$ cat config.mk
export PLATFORM = sky130hd
export DESIGN_NAME = uepc_endpoint_control
export DESIGN_NICKNAME = d
export VERILOG_FILES = /design/src/uepc_endpoint_control.v
export VERILOG_INCLUDE_DIRS = /design/src
export SDC_FILE = /design/constraint.sdc
export NUM_CORES = 1
export LEC_CHECK = 0
export ABC_AREA = 1
export BUFFER_PORTS_ARGS = -buffer_cell sky130_fd_sc_hd__buf_2
export CORE_AREA = 2 2 76 107
export CTS_CLUSTER_DIAMETER = 80
export CTS_CLUSTER_SIZE = 24
export DETAILED_ROUTE_END_ITERATION = 7
export DIE_AREA = 0 0 78 109
export GPL_ROUTABILITY_DRIVEN = 0
export PLACE_DENSITY = 0.79
export REMOVE_ABC_BUFFERS = 1
export SYNTH_ARGS = -nofsm -noshare
export SYNTH_HDL_FRONTEND = slang
export SYNTH_SLANG_ARGS = --single-unit
$ cat constraint.sdc
create_clock -name ref_clk -period 1.5 [get_ports ref_clk]
set_clock_uncertainty 0.1 [all_clocks]
set_input_delay 0.075 -clock ref_clk [delete_from_list [all_inputs] [get_ports ref_clk]]
set_output_delay 0.075 -clock ref_clk [all_outputs]
set_load 0.02 [all_outputs]
$ cat src/uepc_regs.vh
// Purpose: register map and field positions of the endpoint control block
// Assumes: AXI4-Lite, 32-bit data, byte addresses
// Notes: all constants as macros
`ifndef UEPC_REGS_VH
`define UEPC_REGS_VH
// ----------------------------------------
// register offsets
// ----------------------------------------
`define UEPC_IN_CTL_ADDR 4'h0
`define UEPC_OUT0_CTL_ADDR 4'h4
`define UEPC_IN_CFG_ADDR 4'h8
// ----------------------------------------
// field positions
// ----------------------------------------
`define UEPC_B_GO 31
`define UEPC_B_STOP 30
`define UEPC_B_ONE_CMD 29
`define UEPC_B_ZERO_CMD 28
`define UEPC_B_NAK_SET 27
`define UEPC_B_NAK_CLR 26
`define UEPC_B_STALL 21
`define UEPC_B_SNOOP 20
`define UEPC_B_NAKSTAT 17
`define UEPC_B_TOGGLE 16
`define UEPC_B_LIVE 15
`define UEPC_MPS_W 11
// ----------------------------------------
// transfer kinds and answers
// ----------------------------------------
`define UEPC_KIND_CTRL 2'h0
`define UEPC_KIND_ISO 2'h1
`define UEPC_HS_NONE 2'h0
`define UEPC_HS_ACK 2'h1
`define UEPC_HS_NAK 2'h2
`define UEPC_HS_STALL 2'h3
`define UEPC_RESP_OKAY 2'h0
`define UEPC_RESP_SLVERR 2'h2
`endif

$ cat src/uepc_endpoint_control.v
// Purpose: IN endpoint-x and control OUT endpoint 0 control registers with link decisions
// Assumes: AXI4-Lite slave on ref_clk; link events are one-cycle pulses on ref_clk
// Notes: one write and one read at a time; 0x0 IN control, 0x4 ep0 OUT control, 0x8 IN config
//   hardware NAK set beats a software NAK clear, and a SETUP token beats a software STALL set
//   a hardware go clear beats a software go write; STALL is ignored by iso IN endpoints
//   command bits act only in enabled byte lanes and always read back as zero
//
// Summary of operation
// IN non-iso endpoint under NAK stops sending even with FIFO data pending.
// IN iso endpoint under NAK sends a zero-length packet.
// SETUP data packets are always acknowledged, NAK or not.
// bit 16 of IN register shows next data PID for bulk or interrupt.
// software sets the initial toggle with the set commands after enabling.
// bit 16 of iso IN endpoint shows frame parity, set by frame commands.
// USB bus reset clears the live bit of non-zero endpoints.
// software programs endpoint then sets live bit after configuration.
// bits 10..0 hold max payload bytes, reset zero.
// endpoint 0 OUT go bit set by software, cleared before its interrupts.
// endpoint 0 OUT stop bit is read-only zero.
// set-NAK command sets NAK; hardware sets it on completion or SETUP.
// clear-NAK command clears NAK.
// STALL set by software, cleared by SETUP token on endpoint 0.
// STALL beats endpoint NAK or global OUT NAK.
// SETUP data is accepted on endpoint 0 even while stalled.
// snoop mode passes OUT packets without correctness checks.
// endpoint 0 transfer kind is read-only zero, control.
// NAK state bit reads 1 while sending NAK handshakes; NAKs for empty non-iso IN FIFO, full ep0 FIFO or global OUT NAK leave it 0.
// write-only command bits act on a one and read as zero.
`timescale 1ns/1ps
`include "uepc_regs.vh"
module uepc_endpoint_control (
  // clock and reset
  input wire ref_clk,
  input wire rst_n,
  // axi4-lite write address
  input wire [3:0] s_axi_awaddr,
  input wire s_axi_awvalid,
  output wire s_axi_awready,
  // axi4-lite write data
  input wire [31:0] s_axi_wdata,
  input wire [3:0] s_axi_wstrb,
  input wire s_axi_wvalid,
  output wire s_axi_wready,
  // axi4-lite write response
  output reg [1:0] s_axi_bresp,
  output reg s_axi_bvalid,
  input wire s_axi_bready,
  // axi4-lite read address
  input wire [3:0] s_axi_araddr,
  input wire s_axi_arvalid,
  output wire s_axi_arready,
  // axi4-lite read data
  output reg [31:0] s_axi_rdata,
  output reg [1:0] s_axi_rresp,
  output reg s_axi_rvalid,
  input wire s_axi_rready,
  // usb events
  input wire usb_bus_reset,
  input wire global_out_nak,
  // in endpoint token side
  input wire in_token,
  input wire in_fifo_has_data,
  output reg in_send_data,
  output reg in_send_zlp,
  output reg in_send_nak,
  output reg in_send_stall,
  output reg in_data_pid,
  input wire in_xfer_done,
  // endpoint 0 out token side
  input wire out0_setup_token,
  input wire out0_setup_data,
  input wire out0_data,
  input wire out0_fifo_space,
  input wire out0_xfer_done,
  output reg [1:0] out0_handshake,
  output reg out0_accept,
  output reg out0_skip_check,
  output reg out0_go_clear
);

  // ----------------------------------------
  // state
  // ----------------------------------------
  // in endpoint-x fields
  reg in_nak_q;
  reg in_toggle_q;
  reg in_live_q;
  reg in_stall_q;
  reg [1:0] in_kind_q;
  reg [`UEPC_MPS_W-1:0] in_mps_q;

  // endpoint 0 out fields
  reg out0_go_q;
  reg out0_nak_q;
  reg out0_stall_q;
  reg out0_snoop_q;

  // write channel holding
  reg aw_hold_q;
  reg w_hold_q;
  reg [3:0] aw_addr_q;
  reg [31:0] w_data_q;
  reg [3:0] w_strb_q;

  // word-aligned address match used by both read and write decode
  function hit;
    input [3:0] addr;
    input [3:0] reg_addr;
    begin
      hit = (addr[3:2] == reg_addr[3:2]);
    end
  endfunction

  // any of the three registers, shared by write response and read response
  function mapped;
    input [3:0] addr;
    begin
      mapped = hit(addr, `UEPC_IN_CTL_ADDR) || hit(addr, `UEPC_OUT0_CTL_ADDR) || hit(addr, `UEPC_IN_CFG_ADDR);
    end
  endfunction

  // answer to an IN token, one-hot {stall, data, zero-length, nak}; iso endpoints never stall
  function [3:0] in_answer;
    input iso;
    input stall;
    input nak;
    input has_data;
    begin
      in_answer = 4'h0;
      if (stall && !iso) begin
        in_answer[3] = 1'b1;
      end else if (!nak && has_data) begin
        in_answer[2] = 1'b1;
      end else if (iso) begin
        in_answer[1] = 1'b1;
      end else begin
        in_answer[0] = 1'b1; // see
      end
    end
  endfunction

  // ----------------------------------------
  // write channel
  // ----------------------------------------
  assign s_axi_awready = !aw_hold_q && !s_axi_bvalid;
  assign s_axi_wready = !w_hold_q && !s_axi_bvalid;
  wire aw_take = s_axi_awvalid && s_axi_awready;
  wire w_take = s_axi_wvalid && s_axi_wready;
  wire [3:0] wr_addr = aw_hold_q ? aw_addr_q : s_axi_awaddr;
  wire [31:0] wr_data = w_hold_q ? w_data_q : s_axi_wdata;
  wire [3:0] wr_strb = w_hold_q ? w_strb_q : s_axi_wstrb;
  wire wr_fire = (aw_hold_q || aw_take) && (w_hold_q || w_take);
  wire wr_in = wr_fire && hit(wr_addr, `UEPC_IN_CTL_ADDR);
  wire wr_o0 = wr_fire && hit(wr_addr, `UEPC_OUT0_CTL_ADDR);
  wire wr_cfg = wr_fire && hit(wr_addr, `UEPC_IN_CFG_ADDR);
  wire wr_ok = mapped(wr_addr);
  // per-lane command strobes: only ones with an enabled lane act
  wire [31:0] wmask;
  genvar lane;
  generate
    for (lane = 0; lane < 4; lane = lane + 1) begin : g_lane
      assign wmask[lane*8 +: 8] = {8{wr_strb[lane]}};
    end
  endgenerate
  wire [31:0] wcmd = wr_data & wmask;

  always @(posedge ref_clk or negedge rst_n) begin
    if (!rst_n) begin
      aw_hold_q <= 1'b0;
      w_hold_q <= 1'b0;
      aw_addr_q <= 4'h0;
      w_data_q <= 32'h0000_0000;
      w_strb_q <= 4'h0;
      s_axi_bvalid <= 1'b0;
      s_axi_bresp <= `UEPC_RESP_OKAY;
    end else begin
      if (wr_fire) begin
        aw_hold_q <= 1'b0;
        w_hold_q <= 1'b0;
        s_axi_bvalid <= 1'b1;
        s_axi_bresp <= wr_ok ? `UEPC_RESP_OKAY : `UEPC_RESP_SLVERR;
      end else begin
        if (aw_take) begin
          aw_hold_q <= 1'b1;
          aw_addr_q <= s_axi_awaddr;
        end
        if (w_take) begin
          w_hold_q <= 1'b1;
          w_data_q <= s_axi_wdata;
          w_strb_q <= s_axi_wstrb;
        end
        if (s_axi_bvalid && s_axi_bready) begin
          s_axi_bvalid <= 1'b0;
        end
      end
    end
  end

  // ----------------------------------------
  // in endpoint-x register
  // ----------------------------------------
  wire in_iso = (in_kind_q == `UEPC_KIND_ISO);
  always @(posedge ref_clk or negedge rst_n) begin
    if (!rst_n) begin
      in_nak_q <= 1'b0;
      in_toggle_q <= 1'b0;
      in_live_q <= 1'b0;
      in_stall_q <= 1'b0;
      in_kind_q <= `UEPC_KIND_CTRL;
      in_mps_q <= 11'h000;
    end else begin
      // hardware set wins over software clear
      if (in_xfer_done) begin
        in_nak_q <= 1'b1;
      end else if (wr_in && wcmd[`UEPC_B_NAK_SET]) begin
        in_nak_q <= 1'b1;
      end else if (wr_in && wcmd[`UEPC_B_NAK_CLR]) begin
        in_nak_q <= 1'b0;
      end
      if (wr_in && wcmd[`UEPC_B_ONE_CMD]) begin
        in_toggle_q <= 1'b1; // see
      end else if (wr_in && wcmd[`UEPC_B_ZERO_CMD]) begin
        in_toggle_q <= 1'b0; // see
      end else if (in_send_data && !in_iso) begin
        in_toggle_q <= ~in_toggle_q;
      end
      if (usb_bus_reset) begin
        in_live_q <= 1'b0;
      end else if (wr_in && wr_strb[1]) begin
        in_live_q <= wr_data[`UEPC_B_LIVE];
      end
      if (wr_in && wr_strb[2]) begin
        in_stall_q <= wr_data[`UEPC_B_STALL];
      end
      if (wr_cfg && wr_strb[0]) begin
        in_kind_q <= wr_data[1:0];
      end
      if (wr_in && wr_strb[0]) begin
        in_mps_q[7:0] <= wr_data[7:0];
      end
      if (wr_in && wr_strb[1]) begin
        in_mps_q[10:8] <= wr_data[10:8];
      end
    end
  end

  // ----------------------------------------
  // control out endpoint 0 register
  // ----------------------------------------
  wire o0_done = out0_xfer_done;
  always @(posedge ref_clk or negedge rst_n) begin
    if (!rst_n) begin
      out0_go_q <= 1'b0;
      out0_nak_q <= 1'b0;
      out0_stall_q <= 1'b0;
      out0_snoop_q <= 1'b0;
    end else begin
      if (out0_setup_data || o0_done) begin
        out0_go_q <= 1'b0;
      end else if (wr_o0 && wcmd[`UEPC_B_GO]) begin
        out0_go_q <= 1'b1;
      end
      if (o0_done || out0_setup_data) begin
        out0_nak_q <= 1'b1;
      end else if (wr_o0 && wcmd[`UEPC_B_NAK_SET]) begin
        out0_nak_q <= 1'b1; // see
      end else if (wr_o0 && wcmd[`UEPC_B_NAK_CLR]) begin
        out0_nak_q <= 1'b0; // see
      end
      if (out0_setup_token) begin
        out0_stall_q <= 1'b0;
      end else if (wr_o0 && wcmd[`UEPC_B_STALL]) begin
        out0_stall_q <= 1'b1;
      end
      if (wr_o0 && wr_strb[2]) begin
        out0_snoop_q <= wr_data[`UEPC_B_SNOOP];
      end
    end
  end

  // ----------------------------------------
  // in endpoint answers
  // ----------------------------------------
  always @(posedge ref_clk or negedge rst_n) begin
    if (!rst_n) begin
      in_send_data <= 1'b0;
      in_send_zlp <= 1'b0;
      in_send_nak <= 1'b0;
      in_send_stall <= 1'b0;
      in_data_pid <= 1'b0;
    end else begin
      {in_send_stall, in_send_data, in_send_zlp, in_send_nak} <= in_token ?
        in_answer(in_iso, in_stall_q, in_nak_q, in_fifo_has_data) : 4'h0; // see
      in_data_pid <= in_toggle_q;
    end
  end

  // ----------------------------------------
  // endpoint 0 out answers
  // ----------------------------------------
  always @(posedge ref_clk or negedge rst_n) begin
    if (!rst_n) begin
      out0_handshake <= `UEPC_HS_NONE;
      out0_accept <= 1'b0;
      out0_skip_check <= 1'b0;
      out0_go_clear <= 1'b0;
    end else begin
      out0_go_clear <= out0_setup_data || o0_done;
      out0_skip_check <= out0_snoop_q;
      if (out0_setup_data) begin
        out0_handshake <= `UEPC_HS_ACK; // see
        out0_accept <= 1'b1;
      end else if (out0_data && out0_stall_q) begin
        out0_handshake <= `UEPC_HS_STALL;
        out0_accept <= 1'b0;
      end else if (out0_data && (out0_nak_q || global_out_nak || !out0_fifo_space)) begin
        out0_handshake <= `UEPC_HS_NAK;
        out0_accept <= 1'b0;
      end else if (out0_data) begin
        out0_handshake <= `UEPC_HS_ACK;
        out0_accept <= 1'b1;
      end else begin
        out0_handshake <= `UEPC_HS_NONE;
        out0_accept <= 1'b0;
      end
    end
  end

  // ----------------------------------------
  // register readback
  // ----------------------------------------
  reg [31:0] rd_word;
  always @* begin
    rd_word = 32'h0000_0000;
    if (hit(s_axi_araddr, `UEPC_IN_CTL_ADDR)) begin
      rd_word[`UEPC_B_STALL] = in_stall_q;
      rd_word[19:18] = in_kind_q;
      rd_word[`UEPC_B_NAKSTAT] = in_nak_q;
      rd_word[`UEPC_B_TOGGLE] = in_toggle_q; // see
      rd_word[`UEPC_B_LIVE] = in_live_q;
      rd_word[10:0] = in_mps_q;
    end else if (hit(s_axi_araddr, `UEPC_OUT0_CTL_ADDR)) begin
      // stop bit, transfer kind and commands stay zero
      rd_word[`UEPC_B_GO] = out0_go_q; // see see
      rd_word[`UEPC_B_STALL] = out0_stall_q;
      rd_word[`UEPC_B_SNOOP] = out0_snoop_q;
      rd_word[`UEPC_B_NAKSTAT] = out0_nak_q;
      rd_word[`UEPC_B_LIVE] = 1'b1;
    end else if (hit(s_axi_araddr, `UEPC_IN_CFG_ADDR)) begin
      rd_word[1:0] = in_kind_q;
    end
  end
  wire rd_ok = mapped(s_axi_araddr);

  // ----------------------------------------
  // read channel
  // ----------------------------------------
  assign s_axi_arready = !s_axi_rvalid;

  always @(posedge ref_clk or negedge rst_n) begin
    if (!rst_n) begin
      s_axi_rvalid <= 1'b0;
      s_axi_rdata <= 32'h0000_0000;
      s_axi_rresp <= `UEPC_RESP_OKAY;
    end else if (s_axi_arvalid && s_axi_arready) begin
      s_axi_rvalid <= 1'b1;
      s_axi_rdata <= rd_word;
      s_axi_rresp <= rd_ok ? `UEPC_RESP_OKAY : `UEPC_RESP_SLVERR;
    end else if (s_axi_rvalid && s_axi_rready) begin
      s_axi_rvalid <= 1'b0;
    end
  end

endmodule

==> flow_summary_export.csv, run 1 <==
group,metric,value,unit
pwr,peakVddDrop,0.9506,mV
job,cap_violations,0,
die,core_area,7607,µm²
worst_setup_path,required,1650,ps
placed_design,dp_cells,631,
sta,setup_viol,34,
sta,hold_viol_final,0,
final_layout,nFillCells,540,
yosys,synth-seq-area-share,52.91,%
yosys,synth_top_cell_by_area,"dfrtp_1",
sta,finalMaxSlewViolations,0,
run_status,status,"finished, violations left",
yosys,synth_cell_types,35,
cts,ctsRootBufferMaster,"clkbuf_8",
drt,routed_via_density,5.105,
worst_setup_path,path_max_fanout,6,
yosys,synth-seq-cells,81,
placed_design,port_buffers,79,
placed_design,post_dp_cell_area,4418,µm²
worst_setup_path,cp.arrival,1710,ps
sta,grt_setup_unrepaired,"true",
die,die-area,8502,µm²
yosys,synth.top_cell.area_share,52.91,%
worst_setup_path,crit_path_end_kind,"flip-flop",
final_layout,diodes,0,
placed_design,place_ws,-80.47,ps
yosys,netlist_area,3831,µm²
global_routing,grt_pass1_vias,3310,
min_path,holdCritPathClass,"input pin to async pin",
final_layout,multiInputGateArea,1584,µm²
cts,clock_sinks,81,
global_routing,grt_usage,22.38,%
cts,cts_htree_levels,3,
die,ioPinCount,112,
pwr,power,9.344,mW
drt,wl_per_cell,14.74,µm
cts,cts_made_buffers,9,
drt,finalWirelength,10350,µm
drt,antenna_left,0,
drt,dr.pass1.iters,6,
final_layout,layout_common_cells,"nand2_1, dfrtp_1, buf_2, inv_1, dlygate4sd3_1",
cts,clockBufferDepth,2,
final_layout,area_growth_syn_to_layout,40.27,%
sta,setup_ws,-58.93,ps
yosys,synth-edff-count,0,
yosys,syn_avg_cell_area,8.629,µm²
global_routing,grt_start_max_net_pins,40,
yosys,yosys_most_used_dff,"dfrtp_1",
die,initial_core_util,50.36,%
die,die_h,109,µm
global_routing,antenna_found_initial,0,
sta,hold_slack,47.65,ps
yosys,synth.area.top_cells,"dfrtp_1, nand2_1, inv_1",
run_status,failed_checks,"setup timing",
pwr,power_density,1739,nW/µm²
global_routing,grt_pass1_wl,14860,µm
final_layout,final_nets,658,
sta,setup_tns,-723.2,ps
final_layout,layout-drive-gt1-share,33.06,%
sta,fmax,641.5,MHz
sta,min_period_over_period,103.9,%
final_layout,seqCellArea,2031,µm²
yosys,yosys_warnings,0,
drt,drc_errors,0,
drt,first_iter_violations,306,
global_routing,grt_overflow,0,
final_layout,final_area,5374,µm²
yosys,netlist_instances,444,
worst_setup_path,cp-start-kind,"flip-flop",
final_layout,final_common_cell,"nand2_1",
cts,cts_tree,"yes",
pwr,power.leakage,2.858,nW
final_layout,utilization,70.64,%
cts,clk_pin_slew,90,ps
die,die_w,78,µm
yosys,synth_async_sr_flop_share,100.0,%
die,core.rowCount,38,
sta,period_needed,1559,ps
cts,clkLatencyLatePin,360,ps
drt,vias,3584,
worst_setup_path,crit_type,"flip-flop to flip-flop",
placed_design,hpwl,6116,µm
final_layout,final_cells,702,
sequential cells by signal (all words and copies together) (netlist names), 2 cells and up:
| register | cells |
|---|---|
| in_mps_q | 11 |
| w_strb_q | 4 |
| aw_addr_q | 2 |
| s_axi_rdata | 19 |
| out0_handshake | 2 |
| in_kind_q | 2 |
| w_data_q | 19 |
synthesized netlist by cell type (all sizes together) (2+ instances only):
library cell and count:
o21ai 55, nand2 152, buf 22, inv 54, mux2i 3, dfrtp 81, nor3 3, clkbuf 6
o221ai 2, nor2 19, a21oi 9, nand3 29
worst paths after layout:
| path | start | endpoint | slack, ps | cells after the start |
|---|---|---|---|---|
| min reg2reg | out0_snoop_q$_DFFE_PN0P_ | out0_skip_check$_DFF_PN0_ | 340 | 0 |
| max in group asynchronous | rst_n | w_data_q[6]$_DFFE_PN0P_ | 640 | 3 |
| min | rst_n | s_axi_bvalid$_DFFE_PN0P_ | 50 | 2 |
| max | s_axi_bvalid$_DFFE_PN0P_ | out0_snoop_q$_DFFE_PN0P_ | -60 | 7 |
| max reg2reg | s_axi_bvalid$_DFFE_PN0P_ | out0_snoop_q$_DFFE_PN0P_ | -60 | 7 |
| min in group ref_clk | s_axi_wvalid | w_hold_q$_DFFE_PN0P_ | 80 | 4 |
logic make-up after synthesis:
kind of cell,Yosys count,share of synthesized area [%]
multiplexers,3,0.7838
XOR/XNOR,1,0.2287
other,1,0.09788
AO/OA/AOI/OAI,69,11.76
flip-flops,81,52.91
AND/OR/NAND/NOR,207,23.61
buffers and inverters,82,10.61
critical path: stages (launching register included):
cell and delay [ps]:
dfrtp_2 490, o21ai_2 170, nand2_2 130, buf_6 150, nor2_4 180, nand2_1 70, nand2_1 90, nand2_1 60
report_power, final:
part / internal, mW / total (mW) / switching, mW
combinational: 1.70 / 4.05 / 2.34
clock: 1.07 / 1.87 / 0.795
sequential: 2.92 / 3.43 / 0.508
routing by layer:
metal | vias up | global-route usage [%] | share of wire [%]
met5 | - | 0 | 0
met2 | 156 | 38.42 | 51
met1 | 1690 | 26.51 | 38
met4 | 0 | 11.78 | 5.7
li1 | 1681 | - | -
met3 | 57 | 4.553 | 5.1
final cells by class:
class / count / area share (%)
clock buffers: 12 / 3.073
clock inverters: 4 / 1.374
inverters: 54 / 3.888
multi-input cells: 295 / 29.48
flip-flops and latches: 81 / 37.79
well taps: 100 / 2.328
repair buffers: 155 / 21.93
repair inverters: 1 / 0.1397
timing repair:
action,CTS,global route
resized for setup,5,51
pin swaps,3,22
setup buffers,4,7
hold endpoints to repair,135,0
endpoints found under the setup margin,40,46
hold buffers,42,0
gates cloned,0,2
(Power assumes the default switching activity.)
==> inputs of run 2 (changes only) <==
PLACE_DENSITY = 0.88   (was 0.79)
==> run 2 against run 1 <==
Net effect: the flow still finishes with violations (setup timing); total power about the same; via count increased by 7.8%; clock power decreased by 21%; hold slack improved by 37 ps; sequential power increased by 3%; critical path depth increased by 1; wire length increased by 18%; core utilization increased by 0.59 points; critical path type unchanged; critical endpoint is now in_mps_q[4]$_DFFE_PN0P_; largest power group unchanged; highest routed layer unchanged.
==> flow_summary_export.csv, run 2 (synthesis results as in run 1) <==
group,metric,value,unit
final_layout,utilization,71.23,%
sta,fmax,611.1,MHz
final_layout,area_growth_syn_to_layout,41.44,%
drt,finalWirelength,12170,µm
drt,met1_length,4324,µm
cts,clkLatencyLatePin,370,ps
placed_design,hpwl,6406,µm
cts,clockBufferDepth,2,
drt,vias,3862,
cts,clk_pin_slew,80,ps
sta,finalMaxSlewViolations,0,
drt,dr.pass1.iters,7,
sta,grt_setup_unrepaired,"true",
die,core_area,7607,µm²
final_layout,diodes,0,
worst_setup_path,cp.arrival,1840,ps
global_routing,grt_start_max_net_pins,32,
global_routing,grt_pass1_vias,3478,
final_layout,final_common_cell,"nand2_1",
pwr,net-switching-power,3.950,mW
pwr,power.share.sequential,37.8,%
pwr,peakVddDrop,1.256,mV
worst_setup_path,path_max_fanout,8,
sta,setup_tns,-1998,ps
die,ioPinCount,112,
cts,cts_tree,"yes",
worst_setup_path,crit_path_end_kind,"flip-flop",
min_path,holdCritPathClass,"input pin to async pin",
drt,route.met3.wl,977,µm
global_routing,grt_overflow,0,
drt,wl_met2,6101,µm
drt,first_iter_violations,310,
sta,min_period_over_period,109.1,%
global_routing,grt_usage,24.84,%
run_status,status,"finished, violations left",
placed_design,port_buffers,79,
drt,drc_errors,0,
final_layout,final_nets,662,
cts,cts_htree_levels,3,
drt,routed_via_density,5.470,
cts,clock_sinks,81,
job,cap_violations,0,
worst_setup_path,cpPeakStageDelay,450,ps
final_layout,layout_common_cells,"nand2_1, dfrtp_1, buf_2, inv_1, dlygate4sd3_1",
sta,hold_slack,84.44,ps
sta,hold_viol_final,0,
die,core.rowCount,38,
die,initial_core_util,50.36,%
pwr,p_clk_share,15.9,%
pwr,internal_power,5.399,mW
worst_setup_path,cp-start-kind,"flip-flop",
sta,worst_pin_slew,647.6,ps
pwr,power_density,1725,nW/µm²
worst_setup_path,required,1710,ps
final_layout,reg_top3,"s_axi_rdata (19), w_data_q (19), in_mps_q (11)",
die,die-area,8502,µm²
drt,top_layer,"met4",
pwr,power.leakage,2.868,nW
pwr,pwr-share-comb,46.4,%
global_routing,antenna_found_initial,0,
sta,setup_ws,-136.4,ps
pwr,netSwitchingFraction,42.25,%
global_routing,grt_pass1_wl,16220,µm
sta,relSlewSlack,56.78,%
run_status,failed_checks,"setup timing",
sta,setup_viol,38,
drt,wl_per_cell,17.24,µm
cts,ctsRootBufferMaster,"clkbuf_8",
die,die_w,78,µm
cts,cts_made_buffers,9,
die,die_h,109,µm
worst_setup_path,crit_type,"flip-flop to flip-flop",
final_layout,layout-drive-gt1-share,34.32,%
sta,period_needed,1636,ps
drt,antenna_left,0,
worst_setup_path,reg2regPathDepth,8,
worst_setup_path,slowest_stage,"dfrtp_2",
worst_setup_path,cp_cell_sequence,"buf_6 > nand2_4 > nand2_4 > nor2_4 > nand2_2 > nor2_4 > nand2_1 > nand2_1",
final_layout,nFillCells,515,
run 2: what timing repair did:
action,4_1_cts,5_1_grt
endpoints found under the hold margin,130,0
resized for setup,3,70
endpoints found under the setup margin,25,49
gates cloned,0,3
hold buffers,44,0
pin swaps,3,17
setup buffers,4,6
run 2: layout make-up:
| type | instances | area, µm² | share of cell area [%] |
|---|---|---|---|
| Tap cell | 100 | 125.1 | 2.309 |
| Clock buffer | 14 | 162.7 | 3.002 |
| Sequential cell | 81 | 2031 | 37.47 |
| Multi-Input combinational cell | 295 | 1627 | 30.02 |
| Timing Repair Buffer | 160 | 1254 | 23.14 |
| Inverter | 54 | 207.7 | 3.833 |
| Clock inverter | 2 | 12.51 | 0.2309 |
run 2: path summary, 6_finish.rpt:
kind | start | to | slack (ps)
max in group asynchronous | rst_n | in_mps_q[6]$_DFFE_PN0P_ | 700
max | aw_hold_q$_DFFE_PN0P_ | in_mps_q[4]$_DFFE_PN0P_ | -140
min | rst_n | w_data_q[8]$_DFFE_PN0P_ | 80
min in group ref_clk | s_axi_arvalid | s_axi_rdata[4]$_DFFE_PN0P_ | 90
min reg2reg | out0_snoop_q$_DFFE_PN0P_ | out0_skip_check$_DFF_PN0_ | 360
max reg2reg | aw_hold_q$_DFFE_PN0P_ | in_mps_q[4]$_DFFE_PN0P_ | -140
run 2: per-stage QoR:
stage	setup slack [ps]	instances	total power, mW	area (µm²)
detailed placement	-46.63	634	6.538	4428
global placement	21.51	634	6.350	4428
global route	-160.0	706	9.771	5419
finish	-136.4	706	9.349	5419
CTS	4.573	698	8.139	5079
floorplan	-411.1	430	5.352	3680
run 2: power by group through the flow:
| stage | Clock, mW | Sequential (mW) | Combinational [mW] |
|---|---|---|---|
| 2_1_floorplan | 0 | 3.62 | 1.73 |
| 3_3_place_gp | 0 | 3.34 | 3.01 |
| 3_5_place_dp | 0 | 3.38 | 3.15 |
| 4_1_cts | 1.47 | 3.35 | 3.32 |
| 5_1_grt | 1.58 | 3.58 | 4.61 |
| 6_report | 1.48 | 3.53 | 4.33 |
run 2: metal layers:
layer / vias to the layer above / GRT usage (%)
met3: 82 / 5.050
met2: 285 / 42.49
met1: 1805 / 27.40
met4: 0 / 18.05
li1: 1690 / -
met5: - / 0
run 2: worst max-delay path: cells and delay by family, from the launching register on:
kind	cells	cell delay, ps
buf+inv	1	140
simple gates	7	880
flops	1	450
==> inputs of run 3 (changes only) <==
clock period = 1.7 ns   (was 1.5 ns; I/O delays follow)
==> run 3 against run 2 <==
Net effect: the flow now finishes without violations; setup slack better by 200 ps; sequential share of layout area increased by 3.0 points; register-to-register slack improved by 240 ps; wire length shrank 25%; first-iteration DRC count decreased by 30%; critical path depth shrank 3; critical endpoint is now out0_go_q$_DFFE_PN0P_.
==> flow_summary_export.csv, run 3 (synthesis results as in run 1) <==
group,metric,value,unit
run_status,status,"completed",
placed_design,dp_cells,622,
sta,grt_setup_unrepaired,"true",
drt,routed_via_density,4.953,
drt,vias,3383,
job,cap_violations,0,
worst_setup_path,r2r-end,"out0_accept$_DFF_PN0_",
global_routing,antenna_found_initial,0,
die,core.rowCount,38,
global_routing,grtUsageMet1,25.03,%
die,die_w,78,µm
pwr,power.leakage,2.685,nW
sta,hold_slack,168.0,ps
sta,hold_viol_final,0,
drt,wl_per_cell,13.40,µm
cts,clock_sinks,81,
pwr,peakVddDrop,0.6636,mV
drt,antenna_left,0,
die,ioPinCount,112,
final_layout,final_cells,683,
drt,dr.pass1.iters,4,
final_layout,final_common_cell,"nand2_1",
sta,relSlewSlack,57.21,%
sta,period_needed,1641,ps
final_layout,layout-drive-gt1-share,25.90,%
global_routing,grt_start_max_net_pins,44,
placed_design,port_buffers,79,
global_routing,grt_pass1_vias,3255,
die,die_h,109,µm
drt,first_iter_violations,218,
global_routing,use_met3,3.891,%
sta,fmax,609.5,MHz
worst_setup_path,rrSetupSlack,100,ps
min_path,holdCritPathClass,"input pin to async pin",
final_layout,area_growth_syn_to_layout,30.86,%
global_routing,busiest_layer,"met2",
final_layout,final_nets,639,
sta,worst_pin_slew,641.1,ps
sta,min_period_over_period,96.52,%
die,die-area,8502,µm²
worst_setup_path,path_max_fanout,3,
worst_setup_path,crit_path_end_kind,"flip-flop",
final_layout,final_area,5014,µm²
cts,cts_tree,"yes",
drt,finalWirelength,9155,µm
pwr,power_density,1440,nW/µm²
cts,clockBufferDepth,2,
sta,setup_tns,0,ps
worst_setup_path,r2r-start,"out0_nak_q$_DFFE_PN0P_",
worst_setup_path,cp-start-kind,"input pin",
sta,setup_viol,0,
global_routing,grt_pass1_wl,14660,µm
die,core_area,7607,µm²
placed_design,hpwl,5964,µm
cts,clkLatencyLatePin,350,ps
final_layout,diodes,0,
sta,finalMaxSlewViolations,0,
final_layout,reg_top3,"s_axi_rdata (19), w_data_q (19), in_mps_q (11)",
die,initial_core_util,50.36,%
drt,drc_errors,0,
global_routing,grt_overflow,0,
worst_setup_path,reg2regPathDepth,6,
worst_setup_path,cp.arrival,1830,ps
cts,cts_htree_levels,3,
worst_setup_path,crit_type,"input pin to flip-flop",
cts,clk_pin_slew,80,ps
cts,ctsRootBufferMaster,"clkbuf_8",
placed_design,post_dp_cell_area,4338,µm²
cts,cts_made_buffers,9,
final_layout,layout_common_cells,"nand2_1, dfrtp_1, buf_2, inv_1, dlygate4sd3_1",
global_routing,grt_usage,22.30,%
global_routing,gr-usage-met2,39.16,%
worst_setup_path,required,1890,ps
-- run 3: cell count changes in the layout (fill, tap and decap cells not counted), sizes merged --
cell	previous run	this run
buf	114	92
clkbuf	17	12
dlygate4sd3	43	45
bufinv	0	1
clkinvlp	1	2
-- run 3: power breakdown --
group          internal, mW  leakage (nW)  total (mW)  switching (mW)
sequential             2.57          1.02        3.02           0.445
clock                 0.796         0.105        1.49           0.691
combinational          1.01          1.56        2.71            1.70
total                  4.38          2.68        7.22            2.84
-- run 3: how the worst max path moves through the flow --
stage | from | to | cells after the start
5_1_grt | s_axi_rvalid$_DFFE_PN0P_ | s_axi_rdata[17]$_DFFE_PN0P_ | 4
3_3_place_gp | w_hold_q$_DFFE_PN0P_ | in_toggle_q$_DFFE_PN0P_ | 7
2_1_floorplan | w_hold_q$_DFFE_PN0P_ | in_mps_q[0]$_DFFE_PN0P_ | 6
6_report | out0_setup_data | out0_go_q$_DFFE_PN0P_ | 5
4_1_cts | out0_setup_data | out0_go_q$_DFFE_PN0P_ | 5
3_5_place_dp | s_axi_bvalid$_DFFE_PN0P_ | in_mps_q[2]$_DFFE_PN0P_ | 6
-- run 3: per-layer routing --
metal | vias up | routed length, µm
met4 | 0 | 370
met5 | - | 0
met3 | 35 | 448
met1 | 1599 | 3612
met2 | 121 | 4724
li1 | 1628 | -
-- run 3: through the flow --
stage | power, mW | setup WS (ps) | util [%]
finish | 7.218 | 59.23 | 65.90
global route | 7.673 | -1.014 | 65.90
CTS | 7.104 | 72.23 | 65.77
detailed placement | 5.552 | 124.6 | 57.02
global placement | 5.432 | 153.8 | 57.02
floorplan | 4.722 | -211.1 | -
-- run 3: critical path, cell delays in order --
cell	delay, ps
dlygate4sd3_1	530
buf_2	140
or2_2	320
dlygate4sd3_1	620
a21oi_1	130
-- run 3: repair_timing --
item / CTS / global route
endpoints found under the hold margin: 88 / 0
hold buffers: 45 / 0
setup buffers: 0 / 0
endpoints found under the setup margin: 0 / 21
gates resized for setup: 0 / 7
-- run 3: area by class of cell --
class	count	area, µm²
well taps	100	125.1
clock buffers	12	165.2
flip-flops and latches	81	2031
repair buffers	137	987.2
fillers	580	2594
clock inverters	4	50.05
multi-input cells	295	1453
inverters	54	202.7
